### config.mk
export PLATFORM = sky130hd
export DESIGN_NAME = inertial_output_data_regs
export DESIGN_NICKNAME = d
export VERILOG_FILES = /design/src/logic/imu_out_pkg.sv /design/src/logic/angle_divider.sv /design/src/logic/inertial_output_data_regs.sv
export SDC_FILE = /design/constraint.sdc
export NUM_CORES = 2
export LEC_CHECK = 0
export ABC_AREA = 1
export BUFFER_PORTS_ARGS = -buffer_cell sky130_fd_sc_hd__clkbuf_2
export CAP_MARGIN = 10
export CELL_PAD_IN_SITES_DETAIL_PLACEMENT = 1
export CELL_PAD_IN_SITES_GLOBAL_PLACEMENT = 1
export CORE_MARGIN = 3
export CORE_UTILIZATION = 45
export DETAILED_ROUTE_END_ITERATION = 10
export PLACE_DENSITY_LB_ADDON = 0.1
export SLEW_MARGIN = 20
export SYNTH_ARGS = -nofsm -noshare
export SYNTH_HDL_FRONTEND = slang
export SYNTH_HIERARCHICAL = 1
export SYNTH_SLANG_ARGS = --single-unit
export TNS_END_PERCENT = 1
### constraint.sdc
create_clock -name core_clk -period 35.9 [get_ports core_clk]
set_input_delay 8.975 -clock core_clk [delete_from_list [all_inputs] [get_ports core_clk]]
set_output_delay 8.975 -clock core_clk [all_outputs]
set_load 0.02 [all_outputs]
### src/logic/imu_out_pkg.sv
// Package: offsets, timing constants and carrier types of the output data registers
package imu_out_pkg;

  // Register byte offsets (lower byte of each two-byte register)
  localparam logic [6:0] OFF_ACCEL_X_LOW  = 7'h10;
  localparam logic [6:0] OFF_ACCEL_X_HIGH = 7'h12;
  localparam logic [6:0] OFF_ACCEL_Y_LOW  = 7'h14;
  localparam logic [6:0] OFF_ACCEL_Y_HIGH = 7'h16;
  localparam logic [6:0] OFF_ACCEL_Z_LOW  = 7'h18;
  localparam logic [6:0] OFF_ACCEL_Z_HIGH = 7'h1a;
  localparam logic [6:0] OFF_ROT_X        = 7'h24;
  localparam logic [6:0] OFF_ROT_Y        = 7'h26;
  localparam logic [6:0] OFF_ROT_Z        = 7'h28;

  // Field widths and positions
  localparam int ADDR_W        = 7;
  localparam int WORD_W        = 16;
  localparam int SUM_W         = 32;
  localparam int DIV_W         = 17;
  localparam int CLK_SEL_LSB   = 2;   // Sample clock select field [3:2]
  localparam int HIGH_BYTE_LSB = 8;

  // Reset and encoding values
  localparam logic [15:0] WORD_ZERO     = 16'h0000;
  localparam logic [31:0] SUM_ZERO      = 32'h0000_0000;
  localparam logic [1:0]  SEL_INTERNAL  = 2'h0;
  localparam logic [15:0] ROT_POS_LIMIT = 16'h7fff;
  localparam logic [15:0] ROT_NEG_LIMIT = 16'h8000;

  // Timing: internal sample rate and core clock
  localparam int CLK_HZ           = 125_000_000;
  localparam int INT_SAMPLE_HZ    = 2048;
  localparam int INT_TICK_CYCLES  = CLK_HZ / INT_SAMPLE_HZ;  // Rounded down
  localparam logic [5:0] DIV_STEPS = 6'h20;                  // One step per dividend bit

  // Carrier types
  typedef struct packed {
    logic [15:0] x;
    logic [15:0] y;
    logic [15:0] z;
  } axis_word_t;

  typedef struct packed {
    logic [31:0] x;
    logic [31:0] y;
    logic [31:0] z;
  } axis_wide_t;

endpackage : imu_out_pkg

### src/logic/angle_divider.sv
// Sequential signed divider that turns an accumulated rate sum into a delta angle word
`timescale 1ns/1ps
`default_nettype none

module angle_divider (
  input  wire logic        core_clk,
  input  wire logic        rstN,
  input  wire logic        clkEn,
  input  wire logic        start,
  input  wire logic [31:0] dividend,
  input  wire logic [16:0] divisor,
  output logic             done_r,
  output logic [15:0]      quotient_r
);

  logic        busy_r;
  logic        neg_r;
  logic [5:0]  stepCnt_r;
  logic [16:0] rem_r;
  logic [31:0] quo_r;
  logic [16:0] divisor_r;
  logic [17:0] trial;
  logic        quoFits;

  // Trial subtraction of one restoring step
  assign trial   = {rem_r, quo_r[31]} - {1'b0, divisor_r};
  assign quoFits = (quo_r[31:15] == 17'h0_0000);

  ////////////////////////////////////////////////////////////////////////////
  // Divide magnitude, one bit per cycle
  always_ff @(posedge core_clk or negedge rstN) begin
    if (!rstN) begin
      busy_r    <= 1'b0;
      neg_r     <= 1'b0;
      stepCnt_r <= 6'h00;
      rem_r     <= 17'h0_0000;
      quo_r     <= imu_out_pkg::SUM_ZERO;
      divisor_r <= 17'h0_0000;
    end else if (clkEn) begin
      if (start) begin
        busy_r    <= 1'b1;
        neg_r     <= dividend[31];
        stepCnt_r <= imu_out_pkg::DIV_STEPS;
        rem_r     <= 17'h0_0000;
        quo_r     <= dividend[31] ? (~dividend + 32'h0000_0001) : dividend;
        divisor_r <= divisor;
      end else if (busy_r && stepCnt_r != 6'h00) begin
        stepCnt_r <= stepCnt_r - 6'h01;
        if (!trial[17]) begin
          rem_r <= trial[16:0];
          quo_r <= {quo_r[30:0], 1'b1};
        end else begin
          rem_r <= {rem_r[15:0], quo_r[31]};
          quo_r <= {quo_r[30:0], 1'b0};
        end
      end else if (busy_r) begin
        busy_r <= 1'b0;
      end
    end
  end

  // Signed, saturated result and completion pulse
  always_ff @(posedge core_clk or negedge rstN) begin
    if (!rstN) begin
      done_r     <= 1'b0;
      quotient_r <= imu_out_pkg::WORD_ZERO;
    end else if (clkEn) begin
      done_r <= busy_r && stepCnt_r == 6'h00 && !start;
      if (busy_r && stepCnt_r == 6'h00 && !start) begin
        if (!neg_r) begin
          quotient_r <= quoFits ? quo_r[15:0] : imu_out_pkg::ROT_POS_LIMIT;
        end else if (quo_r[31:15] == 17'h0_0000 || quo_r == 32'h0000_8000) begin
          quotient_r <= ~quo_r[15:0] + 16'h0001;
        end else begin
          quotient_r <= imu_out_pkg::ROT_NEG_LIMIT;
        end
      end
    end
  end

  // Fixed latency from start to result
  chk_div_latency: assert property (@(posedge core_clk) disable iff (!rstN || !clkEn)
    start && !busy_r |-> ##34 done_r) else $error("divider result late or early");
  // Zero sum reports zero displacement
  chk_zero_angle: assert property (@(posedge core_clk) disable iff (!rstN || !clkEn)
    start && !busy_r && dividend == 32'h0 |-> ##34 quotient_r == 16'h0000)
    else $error("zero sum gave nonzero angle");

endmodule : angle_divider

`default_nettype wire

### src/logic/inertial_output_data_regs.sv
// Output data registers: delta angle accumulation and paired acceleration words
//
// What this block does
// Delta angle per axis is displacement accumulated over one processing cycle.
// Delta angle words read only at 0x24 (x), 0x26 (y), 0x28 (z).
// Delta angle is 16-bit two's complement; zero displacement reads 0x0000.
// Delta angle LSB equals 0.005 deg/s times (decimation plus one) over sample rate.
// Select field 00 uses internal 2048 Hz; other values use the external clock.
// Six read-only acceleration words; x secondary at 0x10, primary at 0x12.
// Y secondary at 0x14, y primary at 0x16, z secondary at 0x18.
// Primary acceleration word is 16-bit two's complement at 0.25 mg per LSB.
// Secondary word carries extra low-order resolution from filter summation.
// Primary above secondary forms a signed result of up to 32 bits.
// Z primary acceleration word read only at 0x1A, same format as others.
// Each register spans two bytes; upper byte sits at lower address plus one.
// Both halves of one axis update together from the same processing cycle.
`timescale 1ns/1ps
`default_nettype none

module inertial_output_data_regs #(
  parameter int INT_TICK_CYCLES = imu_out_pkg::INT_TICK_CYCLES
) (
  input  wire logic                   core_clk,
  input  wire logic                   rst_n,
  input  wire logic                   clkEn,
  input  wire logic                   extSampleClk,
  input  wire logic [3:0]             misc_control_word,
  input  wire logic [15:0]            decimation_setting,
  input  wire imu_out_pkg::axis_word_t gyroRateIn,
  input  wire imu_out_pkg::axis_wide_t accelIn,
  input  wire logic                   rdEn,
  input  wire logic [6:0]             rdAddr,
  output logic                        rdValid_r,
  output logic [15:0]                 rdData_r,
  output logic                        cycleDone_r
);

  typedef enum logic {PH_ACCUM, PH_DIVIDE} phase_t;

  logic                    rstSync1_r;
  logic                    rstN;
  logic                    ext1_r;
  logic                    ext2_r;
  logic                    ext3_r;
  logic                    extRise;
  logic [31:0]             intCnt_r;
  logic                    intTick;
  logic                    sampleTick;
  logic [15:0]             decCnt_r;
  logic                    cycleEnd;
  phase_t                  phase_r;
  imu_out_pkg::axis_wide_t angSum_r;
  imu_out_pkg::axis_wide_t angTotal;
  imu_out_pkg::axis_wide_t accelWord_r;
  imu_out_pkg::axis_word_t rotWord_r;
  imu_out_pkg::axis_word_t quotient;
  logic [2:0]              divDone;
  logic [16:0]             divisor;

  ////////////////////////////////////////////////////////////////////////////
  // Reset release through two flip-flops
  always_ff @(posedge core_clk or negedge rst_n) begin
    if (!rst_n) begin
      rstSync1_r <= 1'b0;
      rstN       <= 1'b0;
    end else begin
      rstSync1_r <= 1'b1;
      rstN       <= rstSync1_r;
    end
  end

  ////////////////////////////////////////////////////////////////////////////
  // External sample clock: two-stage synchroniser, then edge detect
  always_ff @(posedge core_clk or negedge rstN) begin
    if (!rstN) begin
      ext1_r <= 1'b0;
      ext2_r <= 1'b0;
      ext3_r <= 1'b0;
    end else if (clkEn) begin
      ext1_r <= extSampleClk;
      ext2_r <= ext1_r;
      ext3_r <= ext2_r;
    end
  end

  assign extRise = ext2_r && !ext3_r;

  // Internal sample tick generator
  always_ff @(posedge core_clk or negedge rstN) begin
    if (!rstN) begin
      intCnt_r <= 32'h0000_0000;
    end else if (clkEn) begin
      intCnt_r <= intTick ? 32'h0000_0000 : intCnt_r + 32'h0000_0001;
    end
  end

  assign intTick = (intCnt_r == 32'(INT_TICK_CYCLES - 1));

  // Sample source chosen by the clock select field
  assign sampleTick = (misc_control_word[imu_out_pkg::CLK_SEL_LSB +: 2]
                       == imu_out_pkg::SEL_INTERNAL) ? intTick : extRise;

  ////////////////////////////////////////////////////////////////////////////
  // Decimation counter: one processing cycle is setting plus one samples
  assign cycleEnd = sampleTick && (decCnt_r == decimation_setting);
  assign divisor  = {1'b0, decimation_setting} + 17'h0_0001;

  always_ff @(posedge core_clk or negedge rstN) begin
    if (!rstN) begin
      decCnt_r <= imu_out_pkg::WORD_ZERO;
    end else if (clkEn && sampleTick) begin
      decCnt_r <= cycleEnd ? imu_out_pkg::WORD_ZERO : decCnt_r + 16'h0001;
    end
  end

  // Running rate sum including the current sample
  assign angTotal.x = angSum_r.x + {{16{gyroRateIn.x[15]}}, gyroRateIn.x};
  assign angTotal.y = angSum_r.y + {{16{gyroRateIn.y[15]}}, gyroRateIn.y};
  assign angTotal.z = angSum_r.z + {{16{gyroRateIn.z[15]}}, gyroRateIn.z};

  // Accumulate rate over the cycle, restart at its end
  always_ff @(posedge core_clk or negedge rstN) begin
    if (!rstN) begin
      angSum_r <= '0;
    end else if (clkEn && sampleTick) begin
      angSum_r <= cycleEnd ? '0 : angTotal;
    end
  end

  // Phase tracking between accumulation and division
  always_ff @(posedge core_clk or negedge rstN) begin
    if (!rstN) begin
      phase_r <= PH_ACCUM;
    end else if (clkEn) begin
      case (phase_r)
        PH_ACCUM:  if (cycleEnd) phase_r <= PH_DIVIDE;
        PH_DIVIDE: if (divDone[0]) phase_r <= PH_ACCUM;
        default:   phase_r <= PH_ACCUM;
      endcase
    end
  end

  ////////////////////////////////////////////////////////////////////////////
  // Sum over (setting plus one) samples divided by (setting plus one)
  genvar ax;
  generate
    for (ax = 0; ax < 3; ax++) begin : g_axis
      angle_divider u_div (
        .core_clk   (core_clk),
        .rstN       (rstN),
        .clkEn      (clkEn),
        .start      (cycleEnd && phase_r == PH_ACCUM),
        .dividend   (angTotal[ax*32 +: 32]),
        .divisor    (divisor),
        .done_r     (divDone[ax]),
        .quotient_r (quotient[ax*16 +: 16])
      );
    end
  endgenerate

  // Delta angle words refresh once per processing cycle
  always_ff @(posedge core_clk or negedge rstN) begin
    if (!rstN) begin
      rotWord_r   <= '0;
      cycleDone_r <= 1'b0;
    end else if (clkEn) begin
      cycleDone_r <= divDone[0];
      if (divDone[0]) begin
        rotWord_r <= quotient;
      end
    end
  end

  // Both acceleration halves latched in one edge
  always_ff @(posedge core_clk or negedge rstN) begin
    if (!rstN) begin
      accelWord_r <= '0;
    end else if (clkEn && cycleEnd) begin
      accelWord_r <= accelIn;
    end
  end

  ////////////////////////////////////////////////////////////////////////////
  // Register read decode
  function automatic logic [15:0] regWord(input logic [6:0] a,
                                          input imu_out_pkg::axis_wide_t acc,
                                          input imu_out_pkg::axis_word_t rot);
    logic [15:0] w;
    w = imu_out_pkg::WORD_ZERO;
    case ({a[6:1], 1'b0})
      imu_out_pkg::OFF_ACCEL_X_LOW:  w = acc.x[15:0];
      imu_out_pkg::OFF_ACCEL_X_HIGH: w = acc.x[31:16];
      imu_out_pkg::OFF_ACCEL_Y_LOW:  w = acc.y[15:0];
      imu_out_pkg::OFF_ACCEL_Y_HIGH: w = acc.y[31:16];
      imu_out_pkg::OFF_ACCEL_Z_LOW:  w = acc.z[15:0];
      imu_out_pkg::OFF_ACCEL_Z_HIGH: w = acc.z[31:16];
      imu_out_pkg::OFF_ROT_X:        w = rot.x;
      imu_out_pkg::OFF_ROT_Y:        w = rot.y;
      imu_out_pkg::OFF_ROT_Z:        w = rot.z;
      default:                       w = imu_out_pkg::WORD_ZERO;
    endcase
    // Odd address returns the upper byte alone
    if (a[0]) begin
      w = {8'h00, w[15:imu_out_pkg::HIGH_BYTE_LSB]};
    end
    return w;
  endfunction : regWord

  // Registered read answer, one cycle after the request
  always_ff @(posedge core_clk or negedge rstN) begin
    if (!rstN) begin
      rdValid_r <= 1'b0;
      rdData_r  <= imu_out_pkg::WORD_ZERO;
    end else if (clkEn) begin
      rdValid_r <= rdEn;
      if (rdEn) begin
        rdData_r <= regWord(rdAddr, accelWord_r, rotWord_r);
      end
    end
  end

  ////////////////////////////////////////////////////////////////////////////
  // Checks
  chk_rot_refresh: assert property (@(posedge core_clk) disable iff (!rstN || !clkEn)
    divDone[0] |=> rotWord_r == $past(quotient)) else $error("angle word not refreshed");
  chk_cycle_len: assert property (@(posedge core_clk) disable iff (!rstN || !clkEn)
    sampleTick && !cycleEnd |=> decCnt_r == $past(decCnt_r) + 16'h0001)
    else $error("sample count did not advance");
  chk_tick_source: assert property (@(posedge core_clk) disable iff (!rstN || !clkEn)
    sampleTick |-> (misc_control_word[3:2] == 2'b00 ? intTick : extRise))
    else $error("wrong sample source");
  chk_read_rot: assert property (@(posedge core_clk) disable iff (!rstN || !clkEn)
    rdEn && rdAddr == 7'h26 |=> rdValid_r && rdData_r == $past(rotWord_r.y))
    else $error("y angle read mismatch");
  chk_read_accx: assert property (@(posedge core_clk) disable iff (!rstN || !clkEn)
    rdEn && rdAddr == 7'h12 |=> rdData_r == $past(accelWord_r.x[31:16]))
    else $error("x primary read mismatch");
  chk_read_accz: assert property (@(posedge core_clk) disable iff (!rstN || !clkEn)
    rdEn && rdAddr == 7'h1a |=> rdData_r == $past(accelWord_r.z[31:16]))
    else $error("z primary read mismatch");
  chk_read_accy_low: assert property (@(posedge core_clk) disable iff (!rstN || !clkEn)
    rdEn && rdAddr == 7'h14 |=> rdData_r == $past(accelWord_r.y[15:0]))
    else $error("y secondary read mismatch");
  chk_upper_byte: assert property (@(posedge core_clk) disable iff (!rstN || !clkEn)
    rdEn && rdAddr == 7'h25 |=> rdData_r == {8'h00, $past(rotWord_r.x[15:8])})
    else $error("upper byte read mismatch");
  chk_accel_pair: assert property (@(posedge core_clk) disable iff (!rstN || !clkEn)
    cycleEnd |=> accelWord_r == $past(accelIn)) else $error("halves not latched together");
  chk_unmapped: assert property (@(posedge core_clk) disable iff (!rstN || !clkEn)
    rdEn && rdAddr == 7'h30 |=> rdData_r == 16'h0000) else $error("unmapped read nonzero");

  cov_ext_cycle: cover property (@(posedge core_clk) disable iff (!rstN)
    cycleEnd && misc_control_word[3:2] != 2'b00);
  cov_int_cycle: cover property (@(posedge core_clk) disable iff (!rstN)
    cycleEnd && misc_control_word[3:2] == 2'b00);
  cov_neg_angle: cover property (@(posedge core_clk) disable iff (!rstN)
    divDone[0] && quotient.x[15]);
  cov_read_rot: cover property (@(posedge core_clk) disable iff (!rstN)
    rdEn && rdAddr == 7'h28);

endmodule : inertial_output_data_regs

`default_nettype wire

After elaboration in Yosys (flattened, before gate mapping)
Index checks and enable logic that the tools add are counted.

Output and inout port bits: 18. Input bits: 176. Bits in registers: 549. Logic and storage cells: 177.

$add $sub $neg: 18. Multiplexer cells: 51. Reduce and logical (&&, ||, !) cells: 44. Bitwise gates (word level): 7. Equal/unequal tests: 17.

Operators with widths (number): $mux W32 (10); $mux W16 (11); $mux W17 (9); $pmux W16 S9 (1); $add A32 B1 Y32 const B (4); $eq A32 B16 Y1 const B (4); $add A32 B32 Y32 (3); $mux W96 (1); $not A32 Y32 (3); $add A16 B1 Y16 const B (4); $sub A18 B17 Y18 (3); $logic_not A17 Y1 (3); $not A16 Y16 (3); $eq A6 B4 Y1 const B (6); $mux W6 (6); $reduce_and A2 Y1 (12); $eq A6 B5 Y1 const B (3); $logic_not A6 Y1 (3); $reduce_bool A6 Y1 (3); $sub A6 B1 Y6 const B (3); $add A16 B1 Y17 const B (1); $eq A16 B16 Y1 (1); $logic_and A1 B1 Y1 (14); $mux W1 (12); 8 further kinds (14).

Longest topological paths before layout
Depth after elaboration: 8. Depth in mapped cells: 22. Mapped depth without buffers: 22.

Hierarchy
Netlist, hierarchy kept.

By module, submodules not included: inertial_output_data_regs (times used 1, cells an instance 3373, area an instance 21984.8 um2, seq. area each 7807.5 um2); angle_divider (times used 3, cells an instance 1074, area an instance 6942.9 um2, seq. area each 2277.2 um2).

Worst setup path after synthesis
OpenSTA, ideal clock, no wires.

Kind: input port to flip-flop. Start: in gyroRateIn[16] (netlist name). End: reg g_axis[1].u_div.quo_r[30]. Required time: 35.784 ns. Stages: 21. Slack: 24.568 ns. Arrival time: 11.215 ns. Path buffers: 0. Library setup time: 0.116 ns. Path through: ha_1 fa_1 nand3_1 nand3_1 nand2_1 nand2_1 nand2_1 nand2_1 xnor2_1 inv_1 nor2_1 nand3_1 nor2_1 and2_1 nand2_1 nand2_1 nand2_1 nand2_1 nand3_1 nand2_1 nand2_1.

RTL lines: start: declaration (line inertial_output_data_regs.sv:29) `input wire imu_out_pkg::axis_word_t gyroRateIn,`; end signal: assignment (line angle_divider.sv:37) `quo_r <= imu_out_pkg::SUM_ZERO;`; end signal: assignment (line angle_divider.sv:45) `quo_r <= dividend[31] ? (~dividend + 32'h0000_0001) : dividend;`; end signal: assignment (line angle_divider.sv:51) `quo_r <= {quo_r[30:0], 1'b1};`; end: declaration (line angle_divider.sv:20) `logic [31:0] quo_r;`.

Final worst setup path
Start: in decimation_setting[0]. End: reg g_axis[1].u_div.quo_r[7].

Cells in the longest elaborated chain, start to end: 5. Elaborated cells between the ends (all ways): 6. Classes of those cells: 1 x eq/ne; 1 x mux; 4 x reduce/logical.

Ends and longest elaborated chain: start: declaration (line inertial_output_data_regs.sv:28) `input wire logic [15:0] decimation_setting,`; $eq A16 B16 Y1 * (line inertial_output_data_regs.sv:105) `assign cycleEnd = sampleTick && (decCnt_r == decimation_setting);`; $logic_and A1 B1 Y1 * (line inertial_output_data_regs.sv:105); $logic_and A1 B1 Y1 * (line inertial_output_data_regs.sv:152) `.start (cycleEnd && phase_r == PH_ACCUM),`; $reduce_bool A2 Y1 (no line); $reduce_and A2 Y1 (no line); end signal: assignment (line angle_divider.sv:45); end signal: assignment (line angle_divider.sv:51); end signal: assignment (line angle_divider.sv:54) `quo_r <= {quo_r[30:0], 1'b0};`.

Every way passes the cells marked *; elsewhere a longest branch is shown, timed or not. A chain may end at the register's enable or synchronous reset.

==> metrics list <==
- Die Span X: 314 µm
- Area growth from synthesis to final layout: 10.6%
- The H-tree generated during clock tree synthesis spans 3 levels.
- Worst-Margin Slew: 1040 ps
* Final setup violation count: 0
* Leakage: 26.4 nW
* Kind of end point of the critical path: flop
- Most common library cell in the layout ignoring fill and taps: nand2_1
* Placeable core area: 93,700 µm²
- Worst-path fanout max: 56
* Height of the die: 314 µm
- Count of buffers from port buffering: 191
* Wire length of the first global-routing pass: 233,000 µm
- The via count of the first global-routing pass is 43,686.
- Data on the critical path is required at its endpoint by 36,460 ps.
- The largest individual stage delay along the critical path comes from the cell inv_2.
- Final Hold Vio Count: 0
* Wire length after detailed routing: 143,000 µm
* Run status: finished, final reports clean
* Starting density of the core: 45.6%
- Most repeated library cell on the critical path: nand2_1
* Most used cells in the layout excluding fill and tap cells: 2,320 x nand2_1, 968 x inv_1, 649 x nor2_1, 582 x dfrtp_1, 533 x nand3_1
- Clock Latency Late Sink: 660 ps
- Vias: 42,272
- 0 antenna diodes ended up in the layout.
* Max-Slew Margin vs Limit: 30.7%
- Clock tree from TritonCTS: built
- Drt pass-1 iters: 7
* Count of yosys warnings during synthesis: 6
* Start-to-end type of the worst setup path: input port to flop
- Pin count of the biggest net entering global routing: 153
* Final std cells w/o fill: 8,032
- Synthesis handed over a netlist of 6,589 instances.
- Gr usage total: 29.0%
* Number of gates resized after CTS: 0
* Max-cap viol count: 0
* Worst-path clk slew: 60 ps
- RePlAce Congestion: 0.905
- Dividing the detail-routed via count by the number of cells gives 5.26.
* Total die area: 98,700 µm²
- Cell count after placement: 7,903
- Slew Viols, Final: 0
- Of the available clock period, the critical path in the final layout requires 36.6%.
- Global route overflow: 0
- Crit path launch type: input port
* Setup slack of the worst register-to-register path: 30,550 ps
- Cell family with most CP delay: buffers and inverters
- In this run the mean area of a mapped cell was 6.49 µm².
* Combined area of all synthesized cells: 42,700 µm²
- In this run the count of I/O pins placed on the die edge is 194.
- Number of antenna violations at the first check in global routing: 0
- In this run, the number of DRC markers left after iteration 0 of detailed routing was 2,629.
- Row generation in the floorplan step produced 112 rows.
* Cts bufs inserted: 72
- The final layout contains 7,065 nets.
- Peak per-stage delay on the critical path: 690 ps
- Peak Freq: 0.0761 GHz
* Power density over the cells: 81.1 nW/µm²
- The count of nets left with antenna violations once routing finished came out at 0.
- The tree built by TritonCTS fans out to 583 sinks.
* Critical-path cell list: clkbuf_2, inv_1, nand2_1, nand2_1, nor2_1, nand2_1, nor2_1, nand3_2, nor3b_2, buf_4, buf_4, nand2_1, buf_4, inv_2, nor2_8, inv_2, o221ai_1, o21ai_1
- Fraction of layout cells with a size suffix above 1: 7.55%
- Post-CTS Setup Inserts: 0
- IR Drop Worst-Case VDD: 57.1 µV
- The root buffer cell chosen for the clock tree is clkbuf_16.
- In the routed design, unresolved DRC markers number 0.
- Dividing the detail-routed wire length by the instance count gives 17.8 µm.
- Setup repair after global routing missed its margin: false
- Hold buffer count at CTS: 0
- Final setup skew: 28.7 ps
- For the final routed database, the setup TNS stands at 0 ps.
- Worst hold path type: flop to flop
* Crit path DAT: 13,710 ps
* Clk buf depth: 3
- Together, buffers and inverters on the worst path number 7.
- The wire-length estimate of the detail-placed layout is 110,000 µm.
* Net count after synthesis: 6,931
- Counting I/O delays and the setup requirement, the final critical path takes 13,150 ps.
==> through the flow <==
step	total power [mW]	area (µm²)	setup slack [ps]	hold slack, ps	utilization [%]
after floorplan	2.42	42700	18450	331	-
after global placement	2.94	44700	22220	336	47.6
after detailed placement	3.01	44700	22120	344	47.6
after CTS	3.84	47300	22750	365	50.4
after global routing	4.18	47300	22350	390	50.4
final	3.84	47300	22750	356	50.4
==> flip-flops by register name, summed over array words and instances, names as in the netlist <==
register,cells
rdValid_r,1
decCnt_r,16
g_axis.u_div/quo_r,96
cycleDone_r,1
ext1_r,1
intCnt_r,32
g_axis.u_div/quotient_r,48
rotWord_r,48
g_axis.u_div/busy_r,3
phase_r,1
rstN,1
ext2_r,1
rdData_r,16
angSum_r,96
g_axis.u_div/rem_r,51
g_axis.u_div/done_r,1
accelWord_r,96
g_axis.u_div/neg_r,3
g_axis.u_div/divisor_r,51
ext3_r,1
rstSync1_r,1
g_axis.u_div/stepCnt_r,18
==> routing by layer <==
layer / global-route usage [%] / share of wire [%] / up-vias
met2: 48.4 / 46 / 669
met4: 6.50 / 2.2 / 0
met3: 2.70 / 3.6 / 178
met5: 0 / 0 / -
met1: 40.9 / 48 / 20590
li1: - / - / 20835
==> where the power goes <==
| part | leakage (nW) | total, mW | switching (mW) | internal (mW) |
|---|---|---|---|---|
| clock | 1.28 | 0.810 | 0.319 | 0.491 |
| combinational | 18.0 | 2.01 | 1.39 | 0.617 |
| sequential | 7.08 | 1.02 | 0.169 | 0.852 |
==> area by class of cell <==
type	count	area, µm²
Fill cell	12703	46500
Multi-Input combinational cell	4851	23600
Sequential cell	583	14600
Inverter	1006	3780
Clock buffer	98	2080
Tap cell	1254	1570
Timing Repair Buffer	209	1100
Clock inverter	31	544
==> worst paths after layout <==
| check | from | endpoint | depth (start not counted) |
|---|---|---|---|
| worst max-delay path | decimation_setting[0] | g_axis[1].u_div/quo_r[7] | 18 |
| min in group asynchronous | rstN | g_axis[2].u_div/quo_r[29] | 0 |
| worst min-delay path | rstSync1_r | rstN | 0 |
| worst max register to register | intCnt_r[0] | g_axis[1].u_div/quo_r[7] | 18 |
| worst min register to register | rstSync1_r | rstN | 0 |
| max in group asynchronous | rst_n | rstN | 1 |
(Power assumes the default switching activity.)
